[config.mk]
export PLATFORM = sky130hd
export DESIGN_NAME = wpr_regs
export DESIGN_NICKNAME = d
export VERILOG_FILES = /design/src/verilog/wpr_pkg.sv /design/src/verilog/wpr_ptr_mux.sv /design/src/verilog/wpr_regs.sv
export VERILOG_INCLUDE_DIRS = /design/src /design/src/verilog
export SDC_FILE = /design/constraint.sdc
export NUM_CORES = 1
export LEC_CHECK = 0
export BUFFER_PORTS_ARGS = -buffer_cell sky130_fd_sc_hd__buf_2
export CAP_MARGIN = 40
export CORE_MARGIN = 2
export CORE_UTILIZATION = 52
export CTS_BUF_LIST = sky130_fd_sc_hd__clkbuf_4
export DETAILED_ROUTE_END_ITERATION = 8
export PLACE_DENSITY = 0.89
export SETUP_SLACK_MARGIN = 0.1
export SYNTH_ARGS = -nofsm -noshare
export SYNTH_HDL_FRONTEND = slang
export SYNTH_SLANG_ARGS = --single-unit
[constraint.sdc]
create_clock -name clk -period 5 [get_ports clk]
set_input_delay 0.25 -clock clk [delete_from_list [all_inputs] [get_ports clk]]
set_output_delay 0.25 -clock clk [all_outputs]
set_load 0.01 [all_outputs]
[src/verilog/wpr_consts.svh]
/*
  offsets, reset values and field positions for the working pointer registers.
  assumes inclusion by bare name from the package and the modules.
*/
`ifndef WPR_CONSTS_SVH
`define WPR_CONSTS_SVH
`define WPR_OFS_LOC      8'h80
`define WPR_OFS_BANK     8'h81
`define WPR_OFS_RES      8'h82
`define WPR_OFS_LOC2     8'h83
`define WPR_OFS_BANK2    8'h84
`define WPR_OFS_EXT      8'h85
`define WPR_OFS_IMM_LO   8'h80
`define WPR_OFS_IMM_HI   8'h87
`define WPR_EXT_RST      8'h00
`define WPR_DATA_W       8
`define WPR_ROMW_HI      15
`define WPR_ROMW_LO_TOP  7
`endif

[src/verilog/wpr_pkg.sv]
/*
  types shared by the working pointer register block.
  assumes wpr_consts.svh is on the include path.
*/
`include "wpr_consts.svh"
package wpr_pkg;
  typedef enum logic [6:0] {
    OP_NONE      = 7'b0000001,
    OP_IMM       = 7'b0000010,
    OP_DIR_LOAD  = 7'b0000100,
    OP_DIR_STORE = 7'b0001000,
    OP_IND_LOAD  = 7'b0010000,
    OP_IND_STORE = 7'b0100000,
    OP_LOOKUP    = 7'b1000000
  } wpr_op_t;

  typedef enum logic [1:0] {
    PTR_FIRST  = 2'b01,
    PTR_SECOND = 2'b10
  } ptr_sel_t;

  typedef struct packed {
    wpr_op_t  op;
    ptr_sel_t ptr;
    logic     imm_to_acc;
    logic [7:0] addr;
    logic [7:0] data;
  } exec_req_t;

  typedef struct packed {
    logic       we;
    logic [7:0] bank;
    logic [7:0] addr;
    logic [7:0] wdata;
  } ram_req_t;
endpackage : wpr_pkg

[src/verilog/wpr_ptr_mux.sv]
/*
  selects the pointer pair used by an indirect operand.
  assumes pointer values are the registered ones of the current cycle.
*/
`timescale 1ns/1ps
module wpr_ptr_mux (
  input  wire wpr_pkg::ptr_sel_t sel,
  input  wire logic [7:0]        bank1,
  input  wire logic [7:0]        loc1,
  input  wire logic [7:0]        bank2,
  input  wire logic [7:0]        loc2,
  output logic [7:0]             bank,
  output logic [7:0]             loc
);
  import wpr_pkg::*;
  always_comb begin
    if (sel == PTR_SECOND) begin
      bank = bank2; // RULE_04
      loc  = loc2;
    end else begin
      bank = bank1; // RULE_02
      loc  = loc1;
    end
  end
endmodule : wpr_ptr_mux

[src/verilog/wpr_regs.sv]
/*
  working pointer registers and the operand addressing they serve.
  assumes one instruction request per cycle from the core, synchronous ram
  write port, and rom word supplied alongside a table look-up request.
*/
// Operation
// RULE_01: bank and location pointers, undefined reset
// RULE_02: first indirect uses bank and location
// RULE_03: second pair registers, undefined reset
// RULE_04: second indirect uses second pair
// RULE_05: second pair: storage, ram, rom pointer
// RULE_06: extension register, resets zero, rom pointer
// RULE_07: result register, undefined after reset
// RULE_08: look-up: upper to result, lower accumulator
// RULE_09: immediate targets accumulator or 0x80-0x87
// RULE_10: direct moves accumulator to/from ram
// RULE_11: indirect writes hit ram, not pointers
// RULE_12: indirect uses pointers of instruction start
`timescale 1ns/1ps
`include "wpr_consts.svh"
module wpr_regs (
  input  wire logic              clk,
  input  wire logic              sys_rst,
  input  wire wpr_pkg::exec_req_t req,
  input  wire logic [7:0]        acc,
  input  wire logic [7:0]        ram_rdata,
  input  wire logic [15:0]       rom_word,
  output wpr_pkg::ram_req_t      ram_req,
  output logic [23:0]            rom_addr,
  output logic                   acc_we,
  output logic [7:0]             acc_wdata,
  output logic                   imm_refused,
  output logic [7:0]             loc_ptr,
  output logic [7:0]             bank_ptr,
  output logic [7:0]             result_reg,
  output logic [7:0]             loc2_ptr,
  output logic [7:0]             bank2_ptr,
  output logic [7:0]             ext_reg
);
  import wpr_pkg::*;

  // architectural registers of the system area
  logic [7:0] ram_location_pointer_ff;
  logic [7:0] ram_bank_pointer_ff;
  logic [7:0] lookup_upper_result_ff;
  logic [7:0] second_location_pointer_ff;
  logic [7:0] second_bank_pointer_ff;
  logic [7:0] rom_pointer_extension_ff;

  // accumulator write-back, one cycle behind the instruction
  logic [7:0] acc_wdata_ff;
  logic       acc_we_ff;

  // indirect pointer pair and register-space write path
  logic [7:0] ind_bank;
  logic [7:0] ind_loc;
  logic       wr_en;
  logic [7:0] wr_addr;
  logic [7:0] wr_data;

  // working register window of the system area
  function automatic logic is_work_reg(input logic [7:0] a);
    is_work_reg = (a >= `WPR_OFS_IMM_LO) && (a <= `WPR_OFS_IMM_HI);
  endfunction : is_work_reg

  // write strobe for one register offset
  function automatic logic wr_hit(input logic en, input logic [7:0] a, input logic [7:0] ofs);
    wr_hit = en && (a == ofs);
  endfunction : wr_hit

  // register-space read, unused offsets read zero
  function automatic logic [7:0] reg_read(input logic [7:0] a);
    unique case (a)
      `WPR_OFS_LOC:   reg_read = ram_location_pointer_ff;
      `WPR_OFS_BANK:  reg_read = ram_bank_pointer_ff;
      `WPR_OFS_RES:   reg_read = lookup_upper_result_ff;
      `WPR_OFS_LOC2:  reg_read = second_location_pointer_ff;
      `WPR_OFS_BANK2: reg_read = second_bank_pointer_ff;
      `WPR_OFS_EXT:   reg_read = rom_pointer_extension_ff;
      default:        reg_read = 8'h00;
    endcase
  endfunction : reg_read

  // pointers taken straight from the registers, so a prior update is seen
  wpr_ptr_mux u_ptr_mux (
    .sel   (req.ptr),
    .bank1 (ram_bank_pointer_ff),
    .loc1  (ram_location_pointer_ff),
    .bank2 (second_bank_pointer_ff),
    .loc2  (second_location_pointer_ff),
    .bank  (ind_bank),
    .loc   (ind_loc)
  ); // RULE_12

  // register-space write source: immediate to working reg or direct store
  always_comb begin
    wr_en   = 1'b0;
    wr_addr = req.addr;
    wr_data = req.data;
    if (req.op == OP_IMM && !req.imm_to_acc && is_work_reg(req.addr)) begin
      wr_en = 1'b1; // RULE_09
    end else if (req.op == OP_DIR_STORE && is_work_reg(req.addr)) begin
      wr_en   = 1'b1; // RULE_10
      wr_data = acc;
    end
  end

  // immediate aimed outside the working window is dropped
  assign imm_refused = (req.op == OP_IMM) &&
                       !req.imm_to_acc &&
                       !is_work_reg(req.addr); // RULE_09

  // first pair: location pointer, no reset value
  always_ff @(posedge clk) begin
    if (wr_hit(wr_en, wr_addr, `WPR_OFS_LOC)) begin
      ram_location_pointer_ff <= wr_data; // RULE_01
    end
  end

  // first pair: bank pointer, no reset value
  always_ff @(posedge clk) begin
    if (wr_hit(wr_en, wr_addr, `WPR_OFS_BANK)) begin
      ram_bank_pointer_ff <= wr_data; // RULE_01
    end
  end

  // second pair: location pointer, no reset value
  always_ff @(posedge clk) begin
    if (wr_hit(wr_en, wr_addr, `WPR_OFS_LOC2)) begin
      second_location_pointer_ff <= wr_data; // RULE_03
    end
  end

  // second pair: bank pointer, also middle rom pointer byte
  always_ff @(posedge clk) begin
    if (wr_hit(wr_en, wr_addr, `WPR_OFS_BANK2)) begin
      second_bank_pointer_ff <= wr_data; // RULE_05
    end
  end

  // result register: look-up upper byte or plain write
  always_ff @(posedge clk) begin
    if (req.op == OP_LOOKUP) begin
      lookup_upper_result_ff <= rom_word[`WPR_ROMW_HI:`WPR_ROMW_LO_TOP+1]; // RULE_08
    end else if (wr_hit(wr_en, wr_addr, `WPR_OFS_RES)) begin
      lookup_upper_result_ff <= wr_data; // RULE_07
    end
  end

  // extension register
  always_ff @(posedge clk) begin
    if (sys_rst) begin
      rom_pointer_extension_ff <= `WPR_EXT_RST; // RULE_06
    end else if (wr_hit(wr_en, wr_addr, `WPR_OFS_EXT)) begin
      rom_pointer_extension_ff <= wr_data; // RULE_06
    end
  end

  // accumulator write-back
  always_ff @(posedge clk) begin
    if (sys_rst) begin
      acc_we_ff    <= 1'b0;
      acc_wdata_ff <= 8'h00;
    end else begin
      acc_we_ff <= 1'b0;
      unique case (req.op)
        OP_IMM: begin
          acc_we_ff    <= req.imm_to_acc; // RULE_09
          acc_wdata_ff <= req.data;
        end
        // working registers read back, the rest from ram
        OP_DIR_LOAD: begin
          acc_we_ff    <= 1'b1; // RULE_10
          acc_wdata_ff <= is_work_reg(req.addr) ? reg_read(req.addr) : ram_rdata;
        end
        OP_IND_LOAD: begin
          acc_we_ff    <= 1'b1;
          acc_wdata_ff <= ram_rdata;
        end
        OP_LOOKUP: begin
          acc_we_ff    <= 1'b1;
          acc_wdata_ff <= rom_word[`WPR_ROMW_LO_TOP:0]; // RULE_08
        end
        OP_NONE, OP_DIR_STORE, OP_IND_STORE: begin
          acc_we_ff <= 1'b0;
        end
        default: acc_we_ff <= 1'b0;
      endcase
    end
  end

  // ram port: indirect address from pointer pair, direct from instruction
  always_comb begin
    ram_req.we    = 1'b0;
    // direct ram access is fixed to bank 0
    ram_req.bank  = 8'h00;
    ram_req.addr  = req.addr;
    ram_req.wdata = acc;
    if (req.op == OP_IND_LOAD || req.op == OP_IND_STORE) begin
      ram_req.bank  = ind_bank; // RULE_02
      ram_req.addr  = ind_loc; // RULE_04
      ram_req.we    = (req.op == OP_IND_STORE); // RULE_11
      ram_req.wdata = req.data;
    end else if (req.op == OP_DIR_STORE && !is_work_reg(req.addr)) begin
      ram_req.we = 1'b1; // RULE_10
    end
  end

  // rom pointer for table look-up, extension as the top byte
  assign rom_addr   = {rom_pointer_extension_ff,
                       second_bank_pointer_ff,
                       second_location_pointer_ff}; // RULE_05

  // register contents straight out
  assign acc_we     = acc_we_ff;
  assign acc_wdata  = acc_wdata_ff;
  assign loc_ptr    = ram_location_pointer_ff;
  assign bank_ptr   = ram_bank_pointer_ff;
  assign result_reg = lookup_upper_result_ff;
  assign loc2_ptr   = second_location_pointer_ff;
  assign bank2_ptr  = second_bank_pointer_ff;
  assign ext_reg    = rom_pointer_extension_ff;
endmodule : wpr_regs
==> results summary, run 1 <==
The flow ran to the end, and the final reports show no timing, DRC or antenna violations. The aggregate routed wire length is 10.6 mm. Yosys mapped a number of flops with a built-in enable equal to 40. The total standard cell area after synthesis came out at 0.00339 mm2. STA classifies the critical path endpoint as a flop. Setup repair after global routing left no endpoint under its margin. STA puts the critical path data arrival time at 2900 ps. For this run, asynchronously set or reset flops after synthesis account for 0.

The total global routing overflow is 0. The total number of clock tree sinks is 57. The tree is rooted in a clkbuf_4.

The portion of the post-synthesis area used by sequential elements came out at 0.454. The die footprint came out at 0.00719 mm2. STA classifies the critical path startpoint as a primary input. The required time at the worst-slack endpoint came out at 5100 ps. The via count of the first global-routing pass is 3210. The highest net fanout along the worst path is 22. The floorplan core area is 0.00631 mm2.

After synthesis, the largest family of logic cells by area is simple AND/OR/NAND/NOR gates. The die is 84.8 um tall. Gates resized during post-CTS repair numbered 0. The number of antenna violations at the first check in global routing was 0. edfxtp_1 takes more of the synthesized area than any other cell. Of the total power, the share spent switching nets is 0.284. The minimum period implied by the final worst setup slack is 2800 ps. The total number of vias is 3522. The slew at the pin closest to its max-slew limit is 890 ps. The number of nets handed over by synthesis was 422. The final number of hold-violating endpoints came to 0. The synthesized netlist contains 47 unique library cells. The number of maximum-capacitance violations came out at 0.

For this run, the number of Yosys warnings is 0. The post-synthesis share of cell area spent on full adders, half adders and majority gates is 0. The static power due to leakage came out at 1.95 nW. The switching power came out at 262 uW.

The internal power of the cells came out at 658 uW. Summing all placed instances gives a cell area of 0.00408 mm2. Of the total power, combinational logic draws 0.126. The worst ir drop on vdd came out at 0.150 mV. The worst hold slack across all endpoints is 162 ps. In the finished design, the share of the clock period the worst path needs comes to 0.561. The average detailed-routed wire length per instance came out at 18.3 um. The total iterations of the first detailed-routing run came out at 5. The number of nets with antenna violations after routing is 0.

The area share of the largest cell type after synthesis is 0.354. The area fraction in compound gates after synthesis came to 0.166. The layout net count is 558. The critical path start-end classification is in -> reg. The upper clock frequency limit is 0.357 GHz.

For this run, the leading register cell type out of synthesis is edfxtp_1. The cell row count came out at 29. The gate count of the mapped netlist is 362. The global routing usage summed across all routing layers came out at 0.288.

Compared with the post-synthesis result, the final layout area differs by 24.0%. The number of DRC markers in iteration 0 came out at 341. The number of buffers created by CTS came out at 9. Ranked by total cell area, the synthesized netlist is headed by edfxtp_1 35%, dfxtp_1 10%, nand2_1 7.1%. The path class of the tightest hold or removal check is in -> reg. The worst clock skew came out at 15.9 ps.

The final routed DRC violation total is 0. The count of buffers added by post-CTS timing repair for setup came out at 0. The multiplexer fraction of the synthesized cell area came out at 0.0752. TritonCTS built the clock tree. The filler cell count in the final layout is 523. The chip width is 84.8 um.

The global placer's final weighted congestion is 0.916. The share of final-layout standard cells stronger than drive strength 1 came out at 0.398. The area fraction in and, or, nand and nor cells after synthesis came out at 0.203.

The clock network power share is 0.323. The pin count of the biggest net entering global routing came out at 25. For this configuration, the core starts out at a cell density of 0.538. Clock-pin slew was measured on the worst setup and hold paths at 110 ps. CTS built an H-tree with a depth of 3. The normalized max-slew margin came out at 0.406. The hold buffer count at CTS came out at 0. The final total negative setup slack came out at 0 ps. The total inserted antenna cells is 0. The number of top-level pins is 167. The number of buffer cells added on primary ports came out at 166. For this design the ratio of total power to cell area is 219 mW/mm2. Dividing the synthesized area by the synthesized cell count gives 9.38 um2. The share of total power dissipated in sequential elements is 0.551. The xor/xnor cell area share of the yosys netlist came out at 0.00258. In this run, synthesis produced a sequential element count of 57. The source-to-sink clock delay at the later pin of the worst-skew pair came out at 390 ps. The minimum setup slack among reg-to-reg paths came out at 3400 ps. The count of final setup violators is 0. The final max-slew violation count is 0. The first global-routing pass estimated 16.0 mm of wire.

In this run the deepest clock path goes through 2 buffers. The via density per instance is 6.07. The cell area after layout is 0.00421 mm2.

The final HPWL from detailed placement came out at 8.24 mm.
-- path summary, 6_finish.rpt --
kind,startpoint,to,depth (start not counted)
hold reg to reg,ext_reg[0]$_SDFFE_PP0P_,ext_reg[0]$_SDFFE_PP0P_,2
setup / recovery,req[12],bank_ptr[0]$_DFFE_PP_,6
hold / removal,req[20],acc_we$_SDFF_PP0_,3
setup reg to reg,loc_ptr[5]$_DFFE_PP_,acc_wdata[5]$_SDFFE_PP0P_,5
-- power by group through the flow --
| stage | Clock (mW) | Sequential, mW | Combinational, mW |
|---|---|---|---|
| final | 0.297 | 0.507 | 0.116 |
| after global routing | 0.317 | 0.507 | 0.126 |
| after CTS | 0.295 | 0.507 | 0.114 |
| after detailed placement | 0 | 0.518 | 0.114 |
| after global placement | 0 | 0.518 | 0.110 |
| after floorplan | 0 | 0.518 | 0.0589 |
-- layout make-up --
| class | count | area [um2] | area share |
|---|---|---|---|
| clock buffers | 9 | 67.6 | 0.0161 |
| inverters | 9 | 33.8 | 0.00803 |
| flip-flops and latches | 57 | 1540 | 0.366 |
| repair buffers | 176 | 896 | 0.213 |
| multi-input cells | 245 | 1520 | 0.360 |
| well taps | 77 | 96.3 | 0.0229 |
| clock inverters | 7 | 56.3 | 0.0134 |
-- synthesized netlist by cell type, types with 5 or more instances --
library cell  number
a21oi_1           17
buf_4             25
a31oi_1            8
a2bb2oi_1          7
a221oi_1           7
a22oi_1            7
inv_1              9
clkbuf_1          15
nand2b_1           6
buf_2              8
nand2_1           64
mux2i_1           21
edfxtp_1          40
nand3_1            8
o221ai_1           5
a211oi_1          12
dfxtp_1           17
nor2_1            34
-- per-layer routing --
| layer | wire (um) | part of all wire | vias up | track usage |
|---|---|---|---|---|
| li1 | - | - | 1579 | - |
| met1 | 4010 | 0.38 | 1628 | 0.375 |
| met2 | 5050 | 0.48 | 267 | 0.464 |
| met3 | 1150 | 0.11 | 48 | 0.0541 |
| met4 | 420 | 0.040 | 0 | 0.140 |
| met5 | 0 | 0 | - | 0 |
-- cell families after synthesis --
| family | Yosys count |
|---|---|
| mux | 23 |
| buf+inv | 60 |
| simple gates | 142 |
| xor+xnor | 1 |
| flops | 57 |
| compound gates | 79 |
-- cells in the final DEF (no fill, tap or decap), drive strengths merged, types with 8 or more instances in the layout --
cell type / Yosys / routed
buf: 36 / 176
nand2: 64 / 64
edfxtp: 40 / 40
nor2: 35 / 35
mux2i: 21 / 21
a21oi: 17 / 17
dfxtp: 17 / 17
a211oi: 12 / 12
inv: 9 / 10
clkbuf: 15 / 9
a31oi: 8 / 8
nand3: 8 / 8
-- critical path: stages --
cell and delay, ps:
buf_2 110, or4b_1 610, nor2_2 630, nand3_1 340, nor3b_1 640, buf_2 310
-- stage by stage --
step | util | setup slack [ps] | instances | total power, mW
2_1_floorplan | - | 2330 | 362 | 0.577
3_3_place_gp | 0.641 | 1790 | 558 | 0.628
3_5_place_dp | 0.647 | 1870 | 564 | 0.631
4_1_cts | 0.666 | 2230 | 580 | 0.917
5_1_grt | 0.666 | 2040 | 580 | 0.950
6_report | 0.666 | 2200 | 580 | 0.920
Note: power is estimated with default switching activity, not from simulation.
==> run 2, diff against run 1 <==
--- a/config.mk
+++ b/config.mk
@@ -6,13 +6,14 @@
 export SDC_FILE = /design/constraint.sdc
 export NUM_CORES = 1
 export LEC_CHECK = 0
+export ABC_AREA = 1
 export BUFFER_PORTS_ARGS = -buffer_cell sky130_fd_sc_hd__buf_2
 export CAP_MARGIN = 40
 export CORE_MARGIN = 2
-export CORE_UTILIZATION = 52
+export CORE_UTILIZATION = 44
 export CTS_BUF_LIST = sky130_fd_sc_hd__clkbuf_4
 export DETAILED_ROUTE_END_ITERATION = 8
-export PLACE_DENSITY = 0.89
+export PLACE_DENSITY = 0.78
 export SETUP_SLACK_MARGIN = 0.1
 export SYNTH_ARGS = -nofsm -noshare
 export SYNTH_HDL_FRONTEND = slang
==> constraint.sdc (replaced) <==
create_clock -name clk -period 2.3 [get_ports clk]
set_input_delay 0.115 -clock clk [delete_from_list [all_inputs] [get_ports clk]]
set_output_delay 0.115 -clock clk [all_outputs]
set_load 0.01 [all_outputs]
==> run 2 against run 1 <==
Sequential power rose by 120%. Largest cell class is now multi-input combinational cells. Combinational power rose by 140%. Critical endpoint is now ram_req[11]. Critical path depth rose by 3. Area after synthesis rose by 9.6%. Core utilization fell by 8.7 points. Highest routed layer unchanged.
==> results summary, run 2 <==
The worst hold path cell count is 3. The aggregate routed wire length came out at 12.6 mm. The clock transition at the registers of the reported paths is 110 ps. The gate count of the mapped netlist is 528. When the netlist entered floorplanning its net count stood at 588. Counting cells, the worst reg-to-reg path comes to 6. By area the synthesized netlist is led by edfxtp_1 32%, nand2_1 16%, dfxtp_1 9.1%. The chip height came out at 96.0 um. 0 antenna diodes ended up in the layout. Synthesis instantiated 30 different standard cells from the library.

The clock drives 57 sinks. STA classifies the critical path startpoint as a primary input. The number of antenna violations at the first check in global routing was 0.

The global-route wire length before repair is 18.5 mm. After detailed routing, the number of remaining DRC violations is 0. The required time at the worst-slack endpoint came out at 2180 ps.

In the synthesized netlist the async set-or-reset flop fraction comes to 0. The layout overhead on the synthesized area is 27.9%. The total standard cell area after synthesis came out at 0.00372 mm2.

The first routing iteration left 341 violations. The slowest stage of the critical path is the nor4_1 cell. The first TritonRoute pass finished after 6 iterations. Measured along the x axis, the die boundary spans 96.0 um. In this run the worst hold path is classified as in -> reg. The source-to-sink clock delay at the later pin of the worst-skew pair came out at 420 ps. The number of maximum-capacitance violations came out at 0.

The area share of the largest cell type after synthesis came out at 0.323. The number of buffer cells added on primary ports came out at 166. For the final routed database, the setup TNS stands at 0 ps. The library cell used most frequently in the layout, excluding fill and tap cells, is buf_2.

The number of buffers created by CTS is 9. The final HPWL from detailed placement is 10.0 mm. Traced cell by cell, the critical path runs through buf_2, nor2_2, nand3_1, nor4_1, nor2_1, inv_2, o211ai_1, o21ai_0, buf_2. The worst path arrival time is 1810 ps.

The synthesized area divided by synthesized cell count came out at 7.05 um2. The final max-slew violation count is 0. The die covers 0.00921 mm2. Counting flops with a built-in enable in the synthesized netlist gives 40.

The post-synthesis register bit count is 57. Measured against its own limit, the worst slew margin works out to 0.474. The worst-case setup slack after placement came out at 290 ps. Among all flip-flop cells after synthesis, the most frequent one is edfxtp_1. After detailed routing, the average wire length per cell comes to 15.8 um. Setup repair after global routing left no endpoint under its margin.

The part of the cycle the worst path needs came out at 0.838. For this configuration, the core starts out at a cell density of 0.453. The final number of hold-violating endpoints came out at 0.

The final route contains 4213 vias. The number of nets with antenna violations after routing came out at 0. The worst clock skew is 23.4 ps. The via count of the first global-routing pass is 3642.

The number of cells upsized or downsized after cts is 0. The number of buffers and inverters on the critical path is 3. The critical path start-end classification is in -> out.

The count of placed standard cells in the final layout, fillers left out came out at 801. The commonest cells after synthesis are 154 x nand2_1, 68 x nor2_1, 55 x nand3_1. The floorplan step defined a core boundary enclosing 0.00822 mm2. The number of levels the H-tree was split into came out at 3. The pin count of the biggest net entering global routing came out at 25. In this run the static leakage power is 2.43 nW. The number of top-level pins came out at 167. The run finished with clean final reports. Power spread over the standard cell area amounts to 429 mW/mm2. The root cell of the clock tree is clkbuf_4. The total global routing overflow is 0.

The count of final setup violators came out at 0. For this run, the post-layout net count is 751. Counting buffers and inverters, the worst setup path is 9 cells deep. The number of placed instances, taps included, is 778. At the pin with the least slew margin, the transition time is 788 ps. The maximum root-to-sink buffer count came out at 2. The count of buffers added by post-CTS timing repair for setup is 0.

The kind of capture point of the worst setup path is an output port. The worst ir drop on vdd came out at 0.234 mV. Routability-driven placement finished with a final weighted congestion of 0.958.

Fill cells in the final layout number 795. The minimum period implied by the final worst setup slack is 1930 ps. The worst-case setup margin in the final layout is 373 ps. In this run the core area contains 33 standard-cell rows. The cell type with the highest occurrence count on the critical path is buf_2. Among all cell types in the netlist, the one instantiated most often is nand2_1.

The total design power came out at 2.04 mW. The kind of cell with the highest combined delay along the critical path is simple AND/OR/NAND/NOR gates. After detailed routing, the number of vias per cell comes to 5.26.

The global routing usage summed across all routing layers is 0.269. Measured on the finished design, the core utilization comes to 0.579. The top cell types in the final layout, fill and taps aside, are 166 x buf_2, 154 x nand2_1, 67 x nor2_1, 55 x nand3_1, 51 x inv_1. The peak per-stage delay on the critical path is 370 ps. TritonCTS built the clock tree. For this run, the number of Yosys warnings is 0. Timing would allow up to 0.519 GHz. The cell type with the largest total area after synthesis is edfxtp_1.

The portion of the post-synthesis area used by sequential elements is 0.414. The share of final-layout standard cells stronger than drive strength 1 came out at 0.329. Of all nets on the critical path, the largest fanout is 24.
==> run 2: kinds of logic after synthesis <==
logic type,count (synthesis),share of synthesized area
buf+inv,101,0.133
simple gates,297,0.337
flops,57,0.414
compound gates,73,0.116
==> run 2: cell type report <==
cell class / instances / area [um2] / area share
sequential: 57 / 1540 / 0.324
clock buffer: 9 / 67.6 / 0.0142
clock inverter: 7 / 53.8 / 0.0113
timing repair buffer: 194 / 1060 / 0.222
inverter: 59 / 221 / 0.0465
multi-input combinational: 370 / 1690 / 0.354
tap: 105 / 131 / 0.0276
==> run 2: path summary, 6_finish.rpt <==
check | startpoint | to | slack (ps)
worst max-delay path | req[20] | ram_req[11] | 370
worst min-delay path | rom_word[12] | result_reg[4]$_DFFE_PP_ | 10
worst max register to register | loc_ptr[5]$_DFFE_PP_ | acc_wdata[5]$_SDFFE_PP0P_ | 1000
worst min register to register | acc_wdata[1]$_SDFFE_PP0P_ | acc_wdata[1]$_SDFFE_PP0P_ | 480
==> run 2: power by group <==
| group | switching (mW) | internal [mW] | leakage [nW] |
|---|---|---|---|
| clock network | 0.437 | 0.228 | 0.0589 |
| logic | 0.170 | 0.103 | 1.87 |
| registers | 0.00270 | 1.10 | 0.497 |
| total | 0.609 | 1.43 | 2.43 |
==> run 2: worst reg2reg max path, delay by kind of cell (launching register included) <==
kind,cells,cell delay (ps)
AOI/OAI and AO/OA,2,500
buffers and inverters,1,60
DFF,1,390
and+or+nand+nor,3,290
==> run 2: stage by stage <==
step / hold WS, ps / instance area (um2)
floorplan: 184 / 3720
global placement: 359 / 4570
detailed placement: 364 / 4570
finish: 10.4 / 4760
CTS: 1.36 / 4760
global route: 0.888 / 4760
==> run 2: routing by layer <==
| metal | vias up | GRT usage | part of all wire |
|---|---|---|---|
| met5 | - | 0 | 0 |
| li1 | 2022 | - | - |
| met2 | 250 | 0.416 | 0.45 |
| met3 | 30 | 0.0493 | 0.097 |
| met1 | 1911 | 0.375 | 0.42 |
| met4 | 0 | 0.101 | 0.027 |
==> run 2: timing repair <==
| action | CTS | global route |
|---|---|---|
| setup endpoints to repair | 0 | 0 |
| hold buffers | 7 | 0 |
| endpoints found under the hold margin | 10 | 0 |
==> run 3, diff against run 2 <==
--- a/config.mk
+++ b/config.mk
@@ -10,10 +10,10 @@
 export BUFFER_PORTS_ARGS = -buffer_cell sky130_fd_sc_hd__buf_2
 export CAP_MARGIN = 40
 export CORE_MARGIN = 2
-export CORE_UTILIZATION = 44
+export CORE_UTILIZATION = 49
 export CTS_BUF_LIST = sky130_fd_sc_hd__clkbuf_4
 export DETAILED_ROUTE_END_ITERATION = 8
-export PLACE_DENSITY = 0.78
+export PLACE_DENSITY = 0.83
 export SETUP_SLACK_MARGIN = 0.1
 export SYNTH_ARGS = -nofsm -noshare
 export SYNTH_HDL_FRONTEND = slang
==> constraint.sdc (replaced) <==
create_clock -name clk -period 2.01 [get_ports clk]
set_input_delay 0.1005 -clock clk [delete_from_list [all_inputs] [get_ports clk]]
set_output_delay 0.1005 -clock clk [all_outputs]
set_load 0.01 [all_outputs]
==> run 3 against run 2 <==
Non-clock buffer count grew 3. Core utilization up 8.9 points. Global-route usage increased by 3.4 points. Critical path depth stayed put. Clock power grew 64%. Critical path type unchanged. Largest cell class unchanged.
==> results summary, run 3 (synthesis results as in run 2) <==
The first global-routing pass estimated 19.7 mm of wire. The total number of vias came out at 4303. In this run the critical register-to-register path is captured at acc_wdata[4]$_SDFFE_PP0P_. In the finished design, the share of the clock period the worst path needs comes to 0.878. Prior to clock tree synthesis, the placed netlist has a worst setup slack of 81.4 ps. The hold path startpoint is rom_word[9].

The normalized max-slew margin is 0.547. The critical path is of the in -> out type. The total design power is 2.67 mW.

Based on the critical path, the design can be clocked at up to 0.566 GHz. For the worst flop-to-flop path, the logic depth is 8. The met3 layer wire length in the routed design is 1.27 mm. The finished layout holds 798 standard cells, fillers aside. The areal power density over the cells came out at 548 mW/mm2. The pin count of the biggest net entering global routing came out at 42. The kind of cell adding the most delay to the critical path is simple AND/OR/NAND/NOR gates. The sequential fraction of design power is 0.472. The number of buffer cells added on primary ports is 166.

The source-to-sink clock delay at the later pin of the worst-skew pair came out at 400 ps. The library cell used most frequently in the layout, excluding fill and tap cells, is buf_2. The final max-slew violation count is 0. Counting stages on the worst path, the most repeated cell is buf_2. The total number of clock tree sinks is 57. The cell row count is 31. The die footprint came out at 0.00831 mm2. The total iterations of the first detailed-routing run is 5.

The internal portion of the total power is 2.02 mW. The total overflow left after global routing is 0. The tree is rooted in a clkbuf_4. The minimum setup slack among reg-to-reg paths is 710 ps. At the end of the flow, the number of nets in the layout was 754.

The chip height is 91.1 um. The chip width is 91.1 um. The worst setup path is launched from a primary input. The required time at the worst-slack endpoint came out at 1910 ps.

The via density per instance is 5.39. The min-delay analysis places its worst path in the category in -> reg. Across every metal layer, demand over resource in global routing totals 0.303. The smallest clock period supported by the final layout is computed as 1770 ps. The number of placed instances, taps included, is 773. The clock transition at the registers of the reported paths is 110 ps. The static power due to leakage came out at 2.48 nW. The average detailed-routed wire length per instance came out at 16.2 um.

The number of buffer and inverter instances along the worst setup path came out at 4. For the pin with the worst max-slew slack, the measured transition is 677 ps. The number of DRC markers in iteration 0 came out at 389.

The worst hold path cell count came out at 3. The met1 routed wirelength after detailed routing is 5.20 mm. The final layout contains routed wiring with a total length of 12.9 mm. The largest single stage delay on the critical path is 540 ps. The number of antenna violations at the first check in global routing was 0.

In this run the standard cell core region covers 0.00729 mm2. The worst ir drop on vdd is 0.297 mV. The CTS tree is done. The worst path arrival time came out at 1660 ps. Traced cell by cell, the critical path runs through buf_2, inv_2, nand3_1, nor2_2, nor2_1, inv_4, o211ai_1, o21ai_0, buf_2. The combinational fraction of design power came out at 0.120. Routability-driven placement finished with a final weighted congestion of 0.910. The highest net fanout along the worst path is 24.

The initial standard-cell utilization of the core came out at 0.510. Of the cells placed in the final design, the portion with a size suffix greater than 1 is 0.328. Adding up every negative setup slack in the final design gives 0 ps. The via count of the first global-routing pass is 3851. On the critical path, the stage with the largest delay is an instance of nor2_1. TritonCTS created 9 clock buffers. The switching power share of the total is 0.244. The final HPWL from detailed placement came out at 10.0 mm. The worst-case setup margin in the final layout came out at 245 ps. The count of buffers added by post-CTS timing repair for setup came out at 0.

The final number of hold-violating endpoints is 0. Setup repair after global routing left no endpoint under its margin. The number of levels the H-tree was split into is 3. The clock network power share is 0.408. The detailed route wirelength on metal2 is 6.17 mm.

The worst setup path is captured at an output port. Leaving out fill and tap cells, the most frequent cells in the layout are 166 x buf_2, 154 x nand2_1, 67 x nor2_1, 55 x nand3_1, 51 x inv_1. Once detail routing completed, the nets flagged for antenna violations numbered 0. Summed over all nets, the switching power comes to 651 uW. The count of final setup violators is 0. Routed signal wires occupy layers up through met4. For hold timing, the worst endpoint is result_reg[1]$_DFFE_PP_.

The total inserted antenna cells came out at 0. Between clock sinks in the finished design, the worst skew comes to 12.5 ps. The layout overhead on the synthesized area is 31.0%. The final routed DRC violation total is 0. Max-cap violations in this run came to 0. The number of top-level pins came out at 167. No sink is reached through more buffers than the 2 on the longest clock path. The beginning of the worst register-to-register path is loc2_ptr[4]$_DFFE_PP_. The flow ran to the end, and the final reports show no timing, DRC or antenna violations.
## run 3: cell types whose count changed in the layout (fill, tap and decap cells not counted), sizes merged, moves of 2 or more
cell,change
inv,-2
bufinv,+3
dlygate4sd3,+2
clkinvlp,-3
## run 3: stage by stage
stage          cell area, um2   util  hold slack [ps]
2_1_floorplan            3720      -              170
3_3_place_gp             4590  0.630              339
3_5_place_dp             4590  0.630              341
4_1_cts                  4870  0.667             1.44
5_1_grt                  4870  0.668             30.5
6_report                 4870  0.668             14.4
## run 3: metal layers
layer / vias to the layer above / global-route usage
met1: 1974 / 0.398
li1: 2027 / -
met3: 30 / 0.0498
met2: 272 / 0.509
met4: 0 / 0.104
met5: - / 0
## run 3: power groups by stage
stage,combinational [mW],clock (mW),sequential [mW]
after floorplan,0.145,0,1.29
after CTS,0.317,1.09,1.26
after detailed placement,0.302,0,1.29
after global placement,0.297,0,1.29
final,0.322,1.09,1.26
after global routing,0.353,1.14,1.26
## run 3: final cells by class
type | instances | area, um2
sequential | 57 | 1540
clock inverter | 6 | 106
fill | 664 | 2420
timing repair buffer | 197 | 1110
tap | 99 | 124
multi-input combinational | 370 | 1690
clock buffer | 10 | 75.1
inverter | 59 | 224
## run 3: worst min-delay path: cells and delay by family
kind | cells | cell delay (ps)
buf+inv | 1 | 70
simple gates | 2 | 140
## run 3: repair_timing
item	CTS	global route
setup endpoints to repair	0	20
hold buffers	9	0
gates resized for setup	0	2
endpoints found under the hold margin	12	0
## run 3: worst max path at each step
stage	start	end	cells after the start
after floorplan	req[21]	loc2_ptr[0]$_DFFE_PP_	8
after global routing	req[20]	ram_req[14]	9
after global placement	req[20]	ram_req[13]	9
after CTS	req[20]	ram_req[13]	9
after detailed placement	req[21]	bank_ptr[7]$_DFFE_PP_	10
final	req[22]	ram_req[13]	9
